### src/core/mecr_pkg.sv
// Package: constants and types shared by the memory error correct/report block
`default_nettype none
package mecr_pkg;
  // ---------------------------------------------------------------------
  // Word and code widths
  // ---------------------------------------------------------------------
  localparam int DATA_W   = 24;             // Data bits per word
  localparam int CHK_W    = 5;              // Hamming check bits per word
  localparam int ADDR_W   = 20;             // Physical word address width
  localparam int CODE_W   = DATA_W + CHK_W; // Stored code word width
  localparam int DEPTH    = 64;             // Modelled storage words

  // ---------------------------------------------------------------------
  // Capture register layout
  // ---------------------------------------------------------------------
  localparam int CAP_W        = 24;         // Capture register width
  localparam int CAP_ADDR_LSB = 0;          // Address field low bit
  localparam int CAP_ADDR_MSB = 19;         // Address field high bit
  localparam int CAP_ZERO_LSB = 20;         // Always-zero field low bit
  localparam int CAP_ZERO_MSB = 21;         // Always-zero field high bit
  localparam int CAP_CAUSE_LSB = 22;        // Cause field low bit
  localparam int CAP_CAUSE_MSB = 23;        // Cause field high bit
  localparam logic [23:0] CAP_RESET = 24'h000000; // Capture reset value

  // Error cause encodings
  localparam logic [1:0] CAUSE_IFETCH  = 2'h0; // Instruction fetch
  localparam logic [1:0] CAUSE_OPERAND = 2'h1; // Operand access
  localparam logic [1:0] CAUSE_IO      = 2'h2; // I/O access
  localparam logic [1:0] CAUSE_TIMEOUT = 2'h3; // No memory response

  // ---------------------------------------------------------------------
  // Timing
  // ---------------------------------------------------------------------
  localparam int CLK_MHZ       = 50;        // System clock rate
  localparam int TIMEOUT_US    = 10;        // No-response limit
  localparam int TIMEOUT_CYC   = TIMEOUT_US * CLK_MHZ; // Cycles to limit

  // Sequencer states, Gray along the read/retry path
  typedef enum logic [2:0] {
    MECR_IDLE   = 3'h0,
    MECR_READ   = 3'h1,
    MECR_RETRY  = 3'h3,
    MECR_WBACK  = 3'h2,
    MECR_WRITE  = 3'h6
  } mecr_state_t;
endpackage : mecr_pkg
`default_nettype wire

### src/core/mecr_ham_enc.sv
// Hamming check-bit generator for one 24-bit data word
`default_nettype none
module mecr_ham_enc (
  // Data in
  input  wire logic [23:0] data,
  // Check bits out
  output logic      [4:0]  chk
);
  // ---------------------------------------------------------------------
  // Check bit k covers every data bit whose code position has bit k set
  // ---------------------------------------------------------------------
  // Position of data bit i in the 29-bit code, skipping powers of two
  function automatic logic [4:0] mecr_pos(input int i);
    int p;
    int n;
    p = 0;
    n = -1;
    for (int q = 1; q < 32; q++) begin
      if ((q & (q - 1)) != 0 && n < i) begin
        n = n + 1;
        p = q;
      end
    end
    return p[4:0];
  endfunction : mecr_pos

  // Parity trees, one per check bit
  genvar k;
  generate
    for (k = 0; k < 5; k++) begin : g_chk
      always_comb begin
        logic [4:0] pos;                  // Code position of data bit i
        pos    = 5'h00;
        chk[k] = 1'b0;
        for (int i = 0; i < 24; i++) begin
          pos = mecr_pos(i);
          if (pos[k]) begin
            chk[k] = chk[k] ^ data[i];
          end
        end
      end
    end
  endgenerate
endmodule : mecr_ham_enc
`default_nettype wire

### src/core/mecr_ham_dec.sv
// Hamming syndrome check and single-bit correction for one word
`default_nettype none
module mecr_ham_dec (
  // Stored code word
  input  wire logic [23:0] data,
  input  wire logic [4:0]  chk,
  // Corrected result
  output logic      [23:0] fixed,
  output logic             err
);
  logic [4:0] regen;                 // Check bits regenerated from data
  logic [4:0] syn;                   // Syndrome: code position in error

  // ---------------------------------------------------------------------
  // Regenerate and compare
  // ---------------------------------------------------------------------
  mecr_ham_enc u_enc (
    .data (data),
    .chk  (regen)
  );

  assign syn = regen ^ chk;
  assign err = (syn != 5'h00);

  // Invert the data bit whose code position the syndrome names; a
  // syndrome pointing at a check bit leaves data untouched
  always_comb begin
    int p;
    p = 0;
    fixed = data;
    for (int q = 1; q < 32; q++) begin
      if ((q & (q - 1)) != 0) begin
        if (p < 24 && syn == q[4:0]) begin
          fixed[p] = ~data[p];
        end
        p = p + 1;
      end
    end
  end
endmodule : mecr_ham_dec
`default_nettype wire

### src/core/mecr_top.sv
// Memory error correct/report: ECC storage, retry, capture, interrupts
`default_nettype none
module mecr_top (
  // Clock and reset
  input  wire logic        clk,
  input  wire logic        resetn,
  // Memory request from CPU or I/O channel
  input  wire logic        req,
  input  wire logic        req_we,
  input  wire logic [19:0] req_addr,
  input  wire logic [23:0] req_wdata,
  input  wire logic [1:0]  req_cause,
  // Parity-only (no correction) module select
  input  wire logic        parity_only,
  // Storage response present; absence for 10 us is a time-out
  input  wire logic        mem_respond,
  // Fault injection for test: flips stored bits on write
  input  wire logic [28:0] inject_flip,
  // Answer to requester
  output logic             ack,
  output logic [23:0]      rdata,
  // Error reporting
  output logic             error_indicator_lamp,
  output logic             exec_trap_irq,
  output logic             ext_prio_irq,
  // Capture register access instructions
  input  wire logic        read_error_address_instr,
  input  wire logic        load_error_address_instr,
  input  wire logic [23:0] accum_in,
  output logic [23:0]      error_address_capture
);
  // ---------------------------------------------------------------------
  // Storage and data register
  // ---------------------------------------------------------------------
  logic [28:0] mem_ff [mecr_pkg::DEPTH];  // Data with check bits
  logic [23:0] mdr_ff;                    // Memory data register
  logic [19:0] mdr_addr_ff;               // Address held by data register
  logic        mdr_valid_ff;              // Data register holds a word
  logic [19:0] addr_ff;                   // Address in service
  logic [23:0] wdata_ff;                  // Write data in service
  logic [1:0]  cause_ff;                  // Access kind in service
  logic        first_err_ff;              // First read saw an error
  mecr_pkg::mecr_state_t state_ff;        // Sequencer state
  logic [8:0]  tmo_cnt_ff;                // No-response counter

  logic [4:0]  wr_chk;                    // Check bits for write data
  logic [23:0] wb_chk_src;                // Word whose check bits we store
  logic [28:0] rd_word;                   // Stored word at addr_ff
  logic [23:0] rd_fixed;                  // Corrected data
  logic        rd_err;                    // Syndrome non-zero
  logic        ecc_err;                   // Error as seen by this module
  logic        ecc_fixable;               // Repair leaves a clean code word
  logic [5:0]  idx;                       // Storage index
  logic        hit;                       // Data register bypass
  logic        tmo_hit;                   // Time-out reached
  logic        hard_ev;                   // Hard error this cycle
  logic        soft_ev;                   // Soft error this cycle
  logic [1:0]  ev_cause;                  // Cause of this event

  assign idx     = addr_ff[5:0];
  assign rd_word = mem_ff[idx];
  // Fast path: same address as the last access, no cycle between
  assign hit = mdr_valid_ff && (req_addr == mdr_addr_ff) && !req_we;
  assign tmo_hit = (tmo_cnt_ff == 9'(mecr_pkg::TIMEOUT_CYC - 1));

  // Write path encodes write data, write-back encodes corrected data
  assign wb_chk_src = (state_ff == mecr_pkg::MECR_WRITE) ? wdata_ff : rd_fixed;

  // ---------------------------------------------------------------------
  // Encoder and decoder
  // ---------------------------------------------------------------------
  mecr_ham_enc u_enc (
    .data (wb_chk_src),
    .chk  (wr_chk)
  );

  mecr_ham_dec u_dec (
    .data  (rd_word[23:0]),
    .chk   (rd_word[28:24]),
    .fixed (rd_fixed),
    .err   (rd_err)
  );

  // A parity-only module has no correction, so every error is retried
  // and seen again: it can only ever be classed as hard
  assign ecc_err = rd_err;
  // A syndrome naming no code bit is beyond repair and is not written
  // back; a double error that aliases one bit is still miscorrected
  assign ecc_fixable = ($countones(wr_chk ^ rd_word[28:24]) < 2);

  // ---------------------------------------------------------------------
  // Sequencer: read, retry, write back, write
  // ---------------------------------------------------------------------
  always_ff @(posedge clk) begin
    if (!resetn) begin
      state_ff     <= mecr_pkg::MECR_IDLE;
      addr_ff      <= 20'h00000;
      wdata_ff     <= 24'h000000;
      cause_ff     <= 2'h0;
      first_err_ff <= 1'b0;
    end else begin
      case (state_ff)
        // Take a new request unless the data register answers it
        mecr_pkg::MECR_IDLE: begin
          if (req && !hit) begin
            addr_ff  <= req_addr;
            wdata_ff <= req_wdata;
            cause_ff <= req_cause;
            state_ff <= req_we ? mecr_pkg::MECR_WRITE
                               : mecr_pkg::MECR_READ;
          end
        end
        // First read; wait here for storage to respond
        mecr_pkg::MECR_READ: begin
          if (tmo_hit) begin
            state_ff <= mecr_pkg::MECR_IDLE;
          end else if (mem_respond) begin
            first_err_ff <= ecc_err;
            state_ff <= ecc_err ? mecr_pkg::MECR_RETRY
                                : mecr_pkg::MECR_IDLE;
          end
        end
        // Re-read of the repaired word; classify, then answer
        mecr_pkg::MECR_RETRY: begin
          if (tmo_hit) begin
            state_ff <= mecr_pkg::MECR_IDLE;
          end else if (mem_respond) begin
            state_ff <= mecr_pkg::MECR_WBACK;
          end
        end
        // Answer with the word as the retry read it
        mecr_pkg::MECR_WBACK: begin
          state_ff <= mecr_pkg::MECR_IDLE;
        end
        // Write cycle waits for storage too
        mecr_pkg::MECR_WRITE: begin
          if (tmo_hit || mem_respond) begin
            state_ff <= mecr_pkg::MECR_IDLE;
          end
        end
        default: begin
          state_ff <= mecr_pkg::MECR_IDLE;
        end
      endcase
    end
  end

  // ---------------------------------------------------------------------
  // Time-out counter: runs while a storage cycle awaits response
  // ---------------------------------------------------------------------
  always_ff @(posedge clk) begin
    if (!resetn) begin
      tmo_cnt_ff <= 9'h000;
    end else if ((state_ff == mecr_pkg::MECR_READ
                  || state_ff == mecr_pkg::MECR_RETRY
                  || state_ff == mecr_pkg::MECR_WRITE)
                 && !mem_respond && !tmo_hit) begin
      tmo_cnt_ff <= tmo_cnt_ff + 9'h001;
    end else begin
      tmo_cnt_ff <= 9'h000;
    end
  end

  // ---------------------------------------------------------------------
  // Storage writes: new data or corrected write-back, 5 check bits each
  // ---------------------------------------------------------------------
  always_ff @(posedge clk) begin
    if (state_ff == mecr_pkg::MECR_WRITE && mem_respond && !tmo_hit) begin
      mem_ff[idx] <= {wr_chk, wdata_ff} ^ inject_flip;
    end else if (state_ff == mecr_pkg::MECR_READ && mem_respond
                 && !tmo_hit && ecc_err && ecc_fixable
                 && !parity_only) begin
      // Repaired before the retry, so a corrected error retries clean
      mem_ff[idx] <= {wr_chk, rd_fixed};
    end
  end

  // ---------------------------------------------------------------------
  // Data register and answer to the requester
  // ---------------------------------------------------------------------
  always_ff @(posedge clk) begin
    if (!resetn) begin
      mdr_ff       <= 24'h000000;
      mdr_addr_ff  <= 20'h00000;
      mdr_valid_ff <= 1'b0;
      ack          <= 1'b0;
      rdata        <= 24'h000000;
    end else begin
      ack <= 1'b0;
      if (state_ff == mecr_pkg::MECR_IDLE && req && hit) begin
        ack   <= 1'b1;
        rdata <= mdr_ff;
      end else if (state_ff == mecr_pkg::MECR_READ && mem_respond
                   && !tmo_hit && !ecc_err) begin
        ack          <= 1'b1;
        rdata        <= rd_fixed;
        mdr_ff       <= rd_fixed;
        mdr_addr_ff  <= addr_ff;
        mdr_valid_ff <= 1'b1;
      end else if (state_ff == mecr_pkg::MECR_WBACK) begin
        // Requester only ever sees the corrected word
        ack          <= 1'b1;
        rdata        <= rd_fixed;
        mdr_ff       <= rd_fixed;
        mdr_addr_ff  <= addr_ff;
        mdr_valid_ff <= 1'b1;
      end else if (state_ff == mecr_pkg::MECR_WRITE
                   && (mem_respond || tmo_hit)) begin
        ack          <= 1'b1;
        mdr_valid_ff <= 1'b0;               // A write cycle ends bypass
      end else if (state_ff != mecr_pkg::MECR_IDLE && tmo_hit) begin
        ack          <= 1'b1;
        mdr_valid_ff <= 1'b0;
      end
    end
  end

  // ---------------------------------------------------------------------
  // Error classification
  // ---------------------------------------------------------------------
  always_comb begin
    hard_ev  = 1'b0;
    soft_ev  = 1'b0;
    ev_cause = cause_ff;
    if (state_ff != mecr_pkg::MECR_IDLE
        && state_ff != mecr_pkg::MECR_WBACK && tmo_hit) begin
      hard_ev  = 1'b1;
      ev_cause = mecr_pkg::CAUSE_TIMEOUT;
    end else if (state_ff == mecr_pkg::MECR_RETRY && mem_respond) begin
      if (ecc_err || parity_only) begin
        hard_ev = 1'b1;
      end else begin
        soft_ev = first_err_ff;
      end
    end
  end

  // ---------------------------------------------------------------------
  // Lamp and interrupt pulses; detection never stops service
  // ---------------------------------------------------------------------
  always_ff @(posedge clk) begin
    if (!resetn) begin
      error_indicator_lamp <= 1'b0;
      exec_trap_irq        <= 1'b0;
      ext_prio_irq         <= 1'b0;
    end else begin
      // Lamp stays lit once a first read sees an ECC error, corrected or not; a time-out does not light it
      if (state_ff == mecr_pkg::MECR_READ && mem_respond && ecc_err) begin
        error_indicator_lamp <= 1'b1;
      end
      exec_trap_irq <= hard_ev;
      ext_prio_irq  <= soft_ev;
    end
  end

  // ---------------------------------------------------------------------
  // Capture register: priority hard over soft, re-armed by a read
  // ---------------------------------------------------------------------
  logic held_soft_ff;                       // Holds a soft error
  logic held_hard_ff;                       // Holds a hard error

  always_ff @(posedge clk) begin
    if (!resetn) begin
      error_address_capture <= mecr_pkg::CAP_RESET;
      held_soft_ff          <= 1'b0;
      held_hard_ff          <= 1'b0;
    end else if (load_error_address_instr) begin
      // Diagnostic load; bits 21:20 forced to zero
      error_address_capture <= {accum_in[23:22], 2'h0,
                                accum_in[19:0]};
    end else if (hard_ev && !held_hard_ff) begin
      // A hard error replaces any held soft error
      error_address_capture <= {ev_cause, 2'h0, addr_ff};
      held_hard_ff          <= 1'b1;
      held_soft_ff          <= 1'b0;
    end else if (soft_ev && !held_soft_ff && !held_hard_ff) begin
      error_address_capture <= {ev_cause, 2'h0, addr_ff};
      held_soft_ff          <= 1'b1;
    end else if (read_error_address_instr) begin
      // An event captured in the same cycle wins; otherwise re-arm
      held_soft_ff <= 1'b0;
      held_hard_ff <= 1'b0;
    end
  end
endmodule : mecr_top
`default_nettype wire

### config.mk
export PLATFORM = sky130hd
export DESIGN_NAME = mecr_top
export DESIGN_NICKNAME = d
export VERILOG_FILES = /design/src/core/mecr_pkg.sv /design/src/core/mecr_ham_enc.sv /design/src/core/mecr_ham_dec.sv /design/src/core/mecr_top.sv
export SDC_FILE = /design/constraint.sdc
export NUM_CORES = 2
export LEC_CHECK = 0
export BUFFER_PORTS_ARGS = -buffer_cell sky130_fd_sc_hd__buf_2
export CAP_MARGIN = 30
export CORE_ASPECT_RATIO = 0.5
export CORE_MARGIN = 1.5
export CORE_UTILIZATION = 48
export DETAILED_ROUTE_END_ITERATION = 8
export GPL_ROUTABILITY_DRIVEN = 1
export PLACE_DENSITY = 0.69
export SLEW_MARGIN = 20
export SYNTH_ARGS = -nofsm -noshare
export SYNTH_HDL_FRONTEND = slang
export SYNTH_SLANG_ARGS = --single-unit
export TNS_END_PERCENT = 30
### constraint.sdc
create_clock -name clk -period 11.1 [get_ports clk]
set_clock_uncertainty 0.05 [all_clocks]
set_input_delay 1.665 -clock clk [delete_from_list [all_inputs] [get_ports clk]]
set_output_delay 1.665 -clock clk [all_outputs]
set_load 0.005 [all_outputs]
==> run_results.csv <==
group,metric,value,unit
timing,slew_headroom,0.2818,
critical_path,crit_arrival,11.00,ns
critical_path,r2r_slack,0.55,ns
critical_path,required,11.55,ns
synthesis,synthArstFlopShare,0,
route,highest_layer,"met5",
placement,pre_cts_slack,0.7312,ns
floorplanning,die_area,169000,um^2
placement,placed_area,85910,um^2
synthesis,netlist_area,79880,um^2
route,wirelength,219300,um
synthesis,yosysTopAreaCell,"edfxtp_1",
route,route.detailed.drc,0,
critical_path,crit_type,"register to register",
route,vias_per_cell,6.350,
clock_network,htree_levels,4,
route,drt-pass1-iter-count,5,
floorplanning,top_level_ports,159,
floorplanning,core_region_area,164600,um^2
clock_network,numCtsBuffers,176,
critical_path,crit_path_start_kind,"register",
timing,period_needed,10.55,ns
timing,worst_pin_slew,1.073,ns
synthesis,yosys-top-cells-count,"edfxtp_1 (1856), mux4_2 (484), nand2_1 (260)",
timing,maxClockFrequency,94.82,MHz
cells_and_area,design_area,91430,um^2
floorplanning,initial_core_util,0.4853,
timing,finalHoldViolations,0,
clock_network,clk_latency,0.83,ns
clock_network,clockRootBuffer,"clkbuf_16",
synthesis,synth.most_common_cell,"edfxtp_1",
cells_and_area,drive_above_1_share,0.2818,
floorplanning,die_x,579.9,um
clock_network,ctsHoldBuffers,0,
cells_and_area,nNetsFinal,4548,
timing,fin_crit_sh,0.9501,
synthesis,synth_seq_cells,2018,
timing,maxSlewViolCount,0,
critical_path,timing.rr.end,"mem_ff[40][19]",
synthesis,synth_flop_cell,"edfxtp_1",
timing,rsz0062_at_grt,"no",
critical_path,path_max_fanout,64,
synthesis,yosysSeqAreaShare,0.7383,
synthesis,syn-instance-count,4063,
global_routing,antenna_found_initial,14,
critical_path,crit_path_end_kind,"register",
run_status,status,"complete, no violations",
synthesis,avgSynthCellArea,19.66,um^2
timing,finalSetupTns,0,ns
route,drt-met1-wl,84620,um
floorplanning,die_y,291.5,um
critical_path,crit_path_max_incr_delay,0.84,ns
placement,dp_hpwl,133400,um
synthesis,yosys_warnings,0,
placement,portBuffers,154,
critical_path,reg2regPathDepth,30,
synthesis,synth_cell_types,75,
synthesis,synth_edf_count,1856,
synthesis,synth_area_leaders,"edfxtp_1 (70%), mux4_2 (14%), dfxtp_1 (4.1%)",
clock_network,cts_tree,"done",
clock_network,cts_max_path_buffers,3,
critical_path,crit_family,"XOR/XNOR gates",
critical_path,crit_end,"mem_ff[40][19]",
global_routing,grt_max_degree,92,
critical_path,path_buf_inv,6,
clock_network,cts_resized,0,
synthesis,yosysTopAreaCellShare,0.6977,
clock_network,clk_pin_slew,0.06,ns
global_routing,grt_pass1_vias,42480,
floorplanning,rows,105,
cells_and_area,postLayoutCoreUtil,0.5554,
critical_path,cpMaxStageDelayCell,"dfxtp_4",
cells_and_area,fill_cells,12130,
clock_network,numClockSinks,2018,
global_routing,gr-total-overflow,0,
route,num_vias,43060,
route,routed-wl-met3,26890,um
timing,fin_ws,0.5534,ns
route,avgRoutedWirePerCell,32.33,um
global_routing,grt_pass1_wl,310700,um
route,ant_nets,0,
min_path,hold_depth,2,
route,route.met2.wl,102300,um
flow_run,cap_violations,0,
timing,setup-violations-final,0,
placement,gp_congestion,0.8729,
critical_path,worstSetupPathDepth,30,
cells_and_area,area_delta_synth_final,14.45,%
global_routing,grt_usage,0.2592,
critical_path,crit_top_cell,"xnor2_1",
route,drt_iter0_drc,6354,
min_path,hold_class,"register to register",
clock_network,cts_setup_buffers,0,
## kinds of logic (layout without fill, tap and decap cells)
| family | after synthesis | after routing | synth area share |
|---|---|---|---|
| AOI/OAI and AO/OA | 376 | 376 | 0.03203 |
| xor gates and xnor gates | 169 | 169 | 0.02020 |
| adders and majority gates | 3 | 3 | 0.0005638 |
| buffers and inverters | 244 | 761 | 0.01737 |
| DFF | 2018 | 2018 | 0.7383 |
| muxes | 650 | 650 | 0.1575 |
| other | 1 | 9 | 0.00004694 |
| and+or+nand+nor | 602 | 602 | 0.03402 |
## worst min path at each step
stage          slack, ns           from             to
2_1_floorplan       0.38  tmo_cnt_ff[0]  tmo_cnt_ff[0]
3_3_place_gp        0.39  tmo_cnt_ff[0]  tmo_cnt_ff[0]
3_5_place_dp        0.40     mdr_ff[20]     mdr_ff[20]
4_1_cts             0.41     mdr_ff[20]     mdr_ff[20]
5_1_grt             0.42     mdr_ff[14]     mdr_ff[14]
6_report            0.41      mdr_ff[3]      mdr_ff[3]
## per-stage QoR
stage          cells  hold WS (ns)
3_3_place_gp    6445        0.3873
2_1_floorplan   4064        0.3795
4_1_cts         6769        0.4058
6_report        6781        0.4055
3_5_place_dp    6448        0.3971
5_1_grt         6778        0.4190
## registers in the layout, summed over array words and instances, names as in the netlist, 2 cells and up, named ones only
name	flops
mdr_addr_ff	20
error_address_capture	22
mdr_ff	24
rdata	24
cause_ff	2
mem_ff	1856
addr_ff	20
state_ff	3
tmo_cnt_ff	9
wdata_ff	24
## layout by cell type (no fill, tap or decap), types with 89 or more instances in the layout
cell type  netlist  layout
mux4_2         484     484
nor2_1         125     124
buf_4           34     180
nand2_1        260     260
a21oi_1         95      93
buf_12           2      89
dfxtp_1        162     156
xnor2_1        104     100
mux2i_1        151     143
buf_2           57     155
edfxtp_1      1856    1856
clkbuf_16        0     181
## worst register-to-register path, delay by kind of cell (launching register included)
kind                     cells  cell delay (ns)
adder cells (fa/ha/maj)      2             0.65
flip-flops                   1             0.84
XOR/XNOR                     8             2.13
AND/OR/NAND/NOR              4             1.22
AO/OA/AOI/OAI                7             2.02
multiplexers                 3             1.28
buffers and inverters        6             1.93
## final cells by class
| type | count | area, um^2 | share of cell area |
|---|---|---|---|
| Antenna cell | 7 | 17.52 | 0.0001916 |
| Clock buffer | 223 | 4747 | 0.05192 |
| Clock inverter | 98 | 686.9 | 0.007513 |
| Inverter | 11 | 46.29 | 0.0005064 |
| Multi-Input combinational cell | 1802 | 20200 | 0.2210 |
| Sequential cell | 2018 | 58990 | 0.6452 |
| Tap cell | 2193 | 2744 | 0.03001 |
| Timing Repair Buffer | 429 | 3990 | 0.04364 |
## per-layer routing
metal / global-route usage / up-vias
li1: - / 17350
met1: 0.3681 / 22660
met2: 0.4030 / 2704
met3: 0.06399 / 347
met4: 0.06987 / 4
met5: 0 / -
Power is not shown: default switching activity piles up to over one toggle a cycle in this logic, so the estimate is an artifact.
